## src/glue_map.svh

```systemverilog
// constants for the memory decode, clock gating and wait-state glue
`ifndef GLUE_MAP_SVH
`define GLUE_MAP_SVH

// ----------------------------------------
// pin input vector layout
// ----------------------------------------
`define PIN_W 10
`define PIN_ADDR_LOW 0
`define PIN_ADDR_MID 1
`define PIN_ADDR_HIGH 2
`define PIN_PWR_DOWN 3
`define PIN_MEM_STATUS 4
`define PIN_RD_N 5
`define PIN_WR_N 6
`define PIN_SLOW_N 7
`define PIN_ALE 8
`define PIN_GEN_CLK 9

// ----------------------------------------
// reset values
// ----------------------------------------
// strobes and slow select idle high, everything else low
`define PIN_RESET 10'h0e0
`define RAM_CS_RESET 4'hf
`define EPROM_CS_RESET 1'h1
`define HOLD_RESET 1'h0
`define READY_RESET 1'h1
`define PROC_CLK_RESET 1'h0

// ----------------------------------------
// decode sizes
// ----------------------------------------
`define RAM_BANKS 4
`define REGION_COUNT 8

`endif

```

## src/glue_pkg.sv

```systemverilog
// types shared by the memory decode, clock gating and wait-state glue
`include "glue_map.svh"

package glue_pkg;

  typedef logic [`PIN_W-1:0] pin_vec_type;
  typedef logic [`REGION_COUNT-1:0] region_vec_type;
  typedef logic [2:0] region_index_type;

endpackage : glue_pkg

```

## src/memory_decode_clkgate_wait.sv

```systemverilog
// memory chip-select decoder, processor clock gating and single wait-state generator
// ----------------------------------------
// Function
// - selects for one 32K EPROM bank and four 4K static RAM banks.
// - only address bits 19, 13 and 12 are decoded; others ignored.
// - three-to-eight decoder, output low when index matches and enable true.
// - decode enable true only with power-down low and memory status high.
// - RAM selects also need read strobe or advanced write strobe active.
// - EPROM select low when bit 19 high and enable true.
// - with power-down low, hold flop is zero and processor clock follows generator.
// - power-down high sets hold flop at next generator rising edge, clock stays high.
// - clock stays high until power-down low and a later generator rise clears hold.
// - gating changes only at generator rising edges, no partial clock cycles.
// - address latch strobe with slow-region select low clears ready output.
// - rising processor clock edge in T2 sets ready high, one wait state only.
// - wait flop built as D register with feedback, same as JK behaviour.
// ----------------------------------------
`timescale 1ns/1ns

module memory_decode_clkgate_wait
  import glue_pkg::*;
#(
  parameter int RAM_BANKS = `RAM_BANKS
) (
  input wire logic core_clk_i,
  input wire logic rstn_i,
  input wire logic address_bit_high_i,
  input wire logic address_bit_mid_i,
  input wire logic address_bit_low_i,
  input wire logic power_down_request_i,
  input wire logic memory_cycle_status_i,
  input wire logic memory_read_strobe_n_i,
  input wire logic advanced_write_strobe_n_i,
  input wire logic slow_region_select_n_i,
  input wire logic address_latch_strobe_i,
  input wire logic clockgen_clk_i,
  output logic [`RAM_BANKS-1:0] ram_select_n_o,
  output logic eprom_select_n_o,
  output logic clock_hold_flop_o,
  output logic processor_clk_o,
  output logic clockgen_ready_out_o
);

  // the decoder is laid out for exactly four RAM banks
  if (RAM_BANKS != `RAM_BANKS) begin : g_bank_check
    $error("RAM_BANKS must equal four");
  end

  // ----------------------------------------
  // functions
  // ----------------------------------------
  // active-low one-of-eight decode, bit 19 is the index msb
  function automatic region_vec_type region_decode(input region_index_type idx, input logic en);
    region_vec_type r;
    r = '1;
    if (en) begin
      r[idx] = 1'b0;
    end
    return r;
  endfunction : region_decode

  // ----------------------------------------
  // pin synchronisers
  // ----------------------------------------
  // three stages; a pin change counts only once stages two and three agree,
  // which costs latency but rejects single-sample glitches
  pin_vec_type pins;
  pin_vec_type s1_q, s1_d;
  pin_vec_type s2_q, s2_d;
  pin_vec_type s3_q, s3_d;
  pin_vec_type filt_q, filt_d;
  pin_vec_type agree;

  assign pins = {clockgen_clk_i, address_latch_strobe_i, slow_region_select_n_i,
                 advanced_write_strobe_n_i, memory_read_strobe_n_i, memory_cycle_status_i,
                 power_down_request_i, address_bit_high_i, address_bit_mid_i, address_bit_low_i};

  always_comb begin
    s1_d = pins;
    s2_d = s1_q;
    s3_d = s2_q;
    agree = ~(s2_q ^ s3_q);
    filt_d = (s3_q & agree) | (filt_q & ~agree);
  end

  always_ff @(posedge core_clk_i) begin
    if (!rstn_i) begin
      s1_q <= `PIN_RESET;
      s2_q <= `PIN_RESET;
      s3_q <= `PIN_RESET;
      filt_q <= `PIN_RESET;
    end else begin
      s1_q <= s1_d;
      s2_q <= s2_d;
      s3_q <= s3_d;
      filt_q <= filt_d;
    end
  end

  logic addr_high, addr_mid, addr_low, pwr_down, mem_status;
  logic rd_n, wr_n, slow_n, ale, gen_clk, gen_clk_prev_q;

  assign addr_high = filt_q[`PIN_ADDR_HIGH];
  assign addr_mid = filt_q[`PIN_ADDR_MID];
  assign addr_low = filt_q[`PIN_ADDR_LOW];
  assign pwr_down = filt_q[`PIN_PWR_DOWN];
  assign mem_status = filt_q[`PIN_MEM_STATUS];
  assign rd_n = filt_q[`PIN_RD_N];
  assign wr_n = filt_q[`PIN_WR_N];
  assign slow_n = filt_q[`PIN_SLOW_N];
  assign ale = filt_q[`PIN_ALE];
  assign gen_clk = filt_q[`PIN_GEN_CLK];

  // ----------------------------------------
  // memory decode
  // ----------------------------------------
  logic decode_en;
  logic strobe_act;
  region_vec_type region_select_n;
  logic [`RAM_BANKS-1:0] ram_sel_n_q, ram_sel_n_d;
  logic eprom_sel_n_q, eprom_sel_n_d;

  always_comb begin
    decode_en = !pwr_down && mem_status;
    // only three address bits reach the decoder
    region_select_n = region_decode({addr_high, addr_mid, addr_low}, decode_en);
    // ram without output enable must not drive during the address phase
    strobe_act = !rd_n || !wr_n;
    ram_sel_n_d = region_select_n[`RAM_BANKS-1:0] | {`RAM_BANKS{!strobe_act}};
    eprom_sel_n_d = &region_select_n[`REGION_COUNT-1:`RAM_BANKS];
  end

  // indices 0..3 are the RAM banks, 4..7 fold into the one EPROM
  always_ff @(posedge core_clk_i) begin
    if (!rstn_i) begin
      ram_sel_n_q <= `RAM_CS_RESET;
      eprom_sel_n_q <= `EPROM_CS_RESET;
    end else begin
      ram_sel_n_q <= ram_sel_n_d;
      eprom_sel_n_q <= eprom_sel_n_d;
    end
  end

  // ----------------------------------------
  // processor clock gating
  // ----------------------------------------
  logic gen_rise;
  logic hold_q, hold_d;
  logic proc_clk_q, proc_clk_d;

  always_comb begin
    gen_rise = gen_clk && !gen_clk_prev_q;
    // hold only moves while the generator clock is high, so the or never glitches
    hold_d = gen_rise ? pwr_down : hold_q;
    proc_clk_d = gen_clk || hold_d;
  end

  always_ff @(posedge core_clk_i) begin
    if (!rstn_i) begin
      gen_clk_prev_q <= 1'h0;
      hold_q <= `HOLD_RESET;
      proc_clk_q <= `PROC_CLK_RESET;
    end else begin
      gen_clk_prev_q <= gen_clk;
      hold_q <= hold_d;
      proc_clk_q <= proc_clk_d;
    end
  end

  // ----------------------------------------
  // single wait-state generator
  // ----------------------------------------
  // the generator samples ready in T2; a low level there adds one wait
  logic proc_rise;
  logic wait_clear;
  logic ready_q, ready_d;

  always_comb begin
    proc_rise = proc_clk_d && !proc_clk_q;
    wait_clear = ale && !slow_n;
    // d flop with feedback: clear dominates, else set on the next processor rise
    if (wait_clear) begin
      ready_d = 1'b0;
    end else if (proc_rise) begin
      ready_d = 1'b1;
    end else begin
      ready_d = ready_q;
    end
  end

  always_ff @(posedge core_clk_i) begin
    if (!rstn_i) begin
      ready_q <= `READY_RESET;
    end else begin
      ready_q <= ready_d;
    end
  end

  // ----------------------------------------
  // outputs
  // ----------------------------------------
  assign ram_select_n_o = ram_sel_n_q;
  assign eprom_select_n_o = eprom_sel_n_q;
  assign clock_hold_flop_o = hold_q;
  assign processor_clk_o = proc_clk_q;
  assign clockgen_ready_out_o = ready_q;
endmodule : memory_decode_clkgate_wait
```

## config.mk

```make
export PLATFORM = sky130hd
export DESIGN_NAME = memory_decode_clkgate_wait
export DESIGN_NICKNAME = d
export VERILOG_FILES = /design/src/glue_pkg.sv /design/src/memory_decode_clkgate_wait.sv
export VERILOG_INCLUDE_DIRS = /design/src /design/src/src
export SDC_FILE = /design/constraint.sdc
export NUM_CORES = 1
export LEC_CHECK = 0
export ABC_AREA = 1
export BUFFER_PORTS_ARGS = -buffer_cell sky130_fd_sc_hd__buf_2
export CAP_MARGIN = 20
export CORE_MARGIN = 2
export CORE_UTILIZATION = 58
export CTS_BUF_LIST = sky130_fd_sc_hd__clkbuf_4 sky130_fd_sc_hd__clkbuf_8 sky130_fd_sc_hd__clkbuf_16
export CTS_CLUSTER_DIAMETER = 100
export DETAILED_ROUTE_END_ITERATION = 12
export GPL_TIMING_DRIVEN = 0
export PLACE_DENSITY = 0.85
export SYNTH_ARGS = -nofsm -noshare
export SYNTH_HDL_FRONTEND = slang
export SYNTH_SLANG_ARGS = --single-unit
```

## constraint.sdc

```tcl
create_clock -name core_clk_i -period 1.4 [get_ports core_clk_i]
set_input_delay 0.28 -clock core_clk_i [delete_from_list [all_inputs] [get_ports core_clk_i]]
set_output_delay 0.28 -clock core_clk_i [all_outputs]
set_load 0.01 [all_outputs]
```

**After elaboration in Yosys (flattened, before gate mapping)**

Index checks and enable logic that the tools add are counted.

- Bits in registers: 49
- Input port bits: 12
- Output and inout bits: 8
- Logic and storage cells: 42

- Order comparisons: 2
- Muxes and demuxes: 6
- Bitwise operators: 8
- Reductions and logical operators: 16

Operators by type and width:

| kind | count |
|---|---|
| $and 10x10->10 | 2 |
| $not 10->10 | 2 |
| $or 10x10->10 | 1 |
| $xor 10x10->10 | 1 |
| $mux 8 | 1 |
| $not 8->8 | 1 |
| $logic_not 1->1 | 7 |
| $logic_and 1x1->1 | 5 |
| $lt 3x4->1 const B | 1 |
| $mux 1 | 4 |
| $or 4x4->4 | 1 |
| $reduce_and 4->1 | 1 |
| $demux 1 s3 | 1 |
| $ge 3x1->1 const B | 1 |
| $logic_or 1x1->1 | 2 |
| $reduce_bool 2->1 | 1 |

**Longest topological paths before layout**

- Depth after elaboration: 7
- Depth in mapped cells: 6
- Depth with buffers taken out: 4

**Least setup slack after synthesis**

OpenSTA, ideal clock, no wires.

- Path type: reg-to-reg
- Start point: register with a tool-made name
- End point: register ram_sel_n_q[0] (netlist: ram_select_n_o[0])
- Library setup time: 118 ps
- Arrival: 739 ps
- Required time: 1282 ps
- Setup slack: 544 ps
- Stages on the path, launching flop included: 4
- Buffers on the path: 0
- Period minus slack after synthesis: 856 ps
- Cell sequence: dfxtp_1 > or2_2 > nor2_1 > nand2_1

RTL lines:

| what | RTL line | text |
|---|---|---|
| to (signal assigned) | memory_decode_clkgate_wait.sv:136 | `` ram_sel_n_q <= `RAM_CS_RESET; `` |
| to (signal assigned) | memory_decode_clkgate_wait.sv:139 | `ram_sel_n_q <= ram_sel_n_d;` |
| to (decl) | memory_decode_clkgate_wait.sv:120 | `` logic [`RAM_BANKS-1:0] ram_sel_n_q, ram_sel_n_d; `` |

**Worst setup path in the final report**

- Start point: register hold_q (netlist: clock_hold_flop_o)
- End point: output clock_hold_flop_o

RTL lines:

| what | RTL line | text |
|---|---|---|
| from (decl) | memory_decode_clkgate_wait.sv:148 | `logic hold_q, hold_d;` |
| from (signal assigned) | memory_decode_clkgate_wait.sv:161 | `` hold_q <= `HOLD_RESET; `` |
| from (signal assigned) | memory_decode_clkgate_wait.sv:165 | `hold_q <= hold_d;` |
| to (decl) | memory_decode_clkgate_wait.sv:39 | `output logic clock_hold_flop_o,` |

No word-level cell between the ends.

==> results by group <==
Status
  – Result of the run: finished clean

Route
  – Total via count in the routed design: 1041
  – Routed length on met1: 905 um
  – Met3 WL post-DR: 119 um
  – Routed wire length on met2: 999 um
  – Detailed-route wire length per cell: 8.991 um
  – Total iterations of the first detailed-routing run: 4
  – Routed via count divided by cell count: 4.506
  – Uppermost signal routing layer after detailed routing: met4
  – Number of design-rule violations left by the first detailed-router iteration: 11
  – Detailed-route wire length: 2077 um
  – Final routed DRC violation total: 0
  – Count of nets left with antenna violations after detail routing: 0

Global routing
  – Maximum number of pins on one net before global-route repair: 14
  – First-pass GRT wire length: 3726 um
  – Combined global-route utilization of all metal layers: 0.1627
  – Overflow left after global routing: 0
  – Antenna violations before repair: 0
  – Number of global-route vias before repair: 961

Floorplan
  – Core ar.: 2500 sq um
  – Die area: 3084 sq um
  – Y dimension of the die: 55.53 um
  – Die span in x: 55.53 um
  – Initial standard-cell utilization of the core: 0.6161
  – Top-Level Pins: 20
  – Row cnt: 18

Logic synthesis
  – Mean post-synth cell area: 8.751 sq um
  – Mapped cell area: 1540 sq um
  – Main area contributors after synthesis: dfxtp_1 64%, nand2_1 9.0%, inv_1 8.3%
  – Post-synth net total: 188
  – Fraction of synthesized cell area taken by the top area cell type: 0.6369
  – Synthesis-stage register bit count: 49
  – Yosys synthesis warning count: 0
  – Cell type with the highest aggregate area in the netlist: dfxtp_1
  – Gate count of the mapped netlist: 176
  – Number of distinct library cell variants in the gate-level netlist after synthesis: 16
  – Register area share after synthesis: 0.6369

Critical path
  – Crit Path Class: flip-flop to output pin
  – Critical-path cell with the highest stage delay: dfxtp_1
  – Dominant delay contributor by cell family on the critical path: flip-flops
  – Crit start category: flip-flop
  – CP cell instances: buf_2
  – Worst EP arrival: 880 ps
  – Worst Setup End Kind: output pin
  – Critical path's largest stage delay: 390 ps
  – Data required, critical path: 1120 ps
  – Crit Path Max Fanout: 4
  – Worst path bufs/invs: 1

CTS
  – TritonCTS Buffers: 5
  – Post-CTS Hold Fix Bufs: 0
  – Cell at the root of the clock tree: clkbuf_4
  – Max Buffers Root-to-Sink: 2
  – Clock sink count: 49
  – Number of H-tree levels: 2
  – CTS tree: done
  – Clock slew at reported path FFs: 120 ps
  – Post-CTS setup buffer count: 0
  – Gates resized, CTS repair: 0
  – Clock insertion delay at the later pin of the skew report: 350 ps

STA
  – Final sum of negative setup slack: 0 ps
  – Post-route clock period utilization: 0.8293
  – Final Hold Violating Endpoints: 0
  – Setup skew after layout: 4.714 ps
  – Remaining max-slew budget at the tightest pin: 0.8617
  – Slew at the pin closest to its max-slew limit: 205.9 ps
  – Maximum clock frequency: 861.3 MHz
  – Setup repair after global routing missed its margin: no
  – Setup Viol. Count Final: 0
  – Number of max-slew violations in the final report: 0
  – Final worst path period need: 1161 ps

Placement
  – Quantity of I/O buffers inserted on ports: 18
  – Post-DP HPWL: 1547 um
  – Placed Cells: 224
  – Final weighted congestion of routability-driven global placement: 0.7017

Cells and area
  – # nets final: 213
  – Leading cell type in the layout, fill and taps excluded: dfxtp_1
  – Top library cells by usage in the layout, fill and taps aside: 49 x dfxtp_1, 37 x nand2_1, 34 x inv_1, 20 x buf_2, 18 x nor2_1
  – Layout Cells excl Fill: 231
  – Area Overhead vs Synth: 12.10%
  – Fraction of final layout cells sized beyond drive strength 1: 0.1841
  – Number of inserted diodes: 0

Job
  – # Max-Cap Violations: 0

Power
  – Power, Total: 0.002154 W
  – P per Cell Area: 1247 nW/um^2
  – P_leak: 0.8680 nW
  – Max rail drop VDD: 0.001136 V

Worst hold path
  – Type of the tightest min-delay check: primary input to flip-flop
-- cell usage after synthesis --
library cell  number
a21oi_1           10
a21oi_2            1
buf_2              2
buf_6              3
dfxtp_1           49
inv_1             34
inv_2              1
nand2_1           37
nand3_1            1
nand4_1            1
nor2_1            18
nor3_1             3
o21ai_0            7
o21bai_1           1
or2_1              3
or2_2              5
-- worst paths after layout --
path | from | depth (start not counted) | endpoint | slack (ps)
max | clock_hold_flop_o | 1 | clock_hold_flop_o | 240
min | address_latch_strobe_i | 3 | s1_q[8] | 100
max reg2reg | flip-flop | 3 | ram_select_n_o[1] | 470
min reg2reg | s1_q[9] | 2 | s2_q[9] | 420
-- power by group --
| part | internal (W) | leakage (nW) | switching [W] | total [W] |
|---|---|---|---|---|
| Clock | 0.000257 | 0.0348 | 0.000375 | 0.000631 |
| Combinational | 0.0000380 | 0.433 | 0.0000409 | 0.0000788 |
| Sequential | 0.00143 | 0.401 | 0.0000140 | 0.00144 |
-- area by class of cell --
cell class	count	area [sq um]
inverter	35	131.4
timing repair buffer	18	90.09
fill	201	773.2
buffer	5	43.79
clock buffer	7	58.81
sequential	49	980.9
tap	30	37.54
multi-input combinational	87	384.1
-- metal layers --
layer  GRT usage  vias up
met2      0.2483       21
li1            -      565
met5           0        -
met3     0.08431        4
met4      0.1045        0
met1      0.1762      451
-- stage by stage --
stage               setup slack (ps)  area [sq um]  hold WS, ps  utilization
floorplan                      543.6          1540        377.6            -
finish                         239.0          1727        103.6       0.6907
CTS                            209.5          1727        78.46       0.6907
global route                   176.5          1727        82.60       0.6907
detailed placement             470.2          1668        402.3       0.6672
global placement               504.3          1668        390.9       0.6672
-- kinds of logic (layout without fill, tap and decap cells) --
group / Yosys count / count (layout) / share of synthesized area
buf+inv: 40 / 65 / 0.1137
simple gates: 68 / 68 / 0.1836
flops: 49 / 49 / 0.6369
compound gates: 19 / 19 / 0.06580
Note: power is estimated with default switching activity, not from simulation.
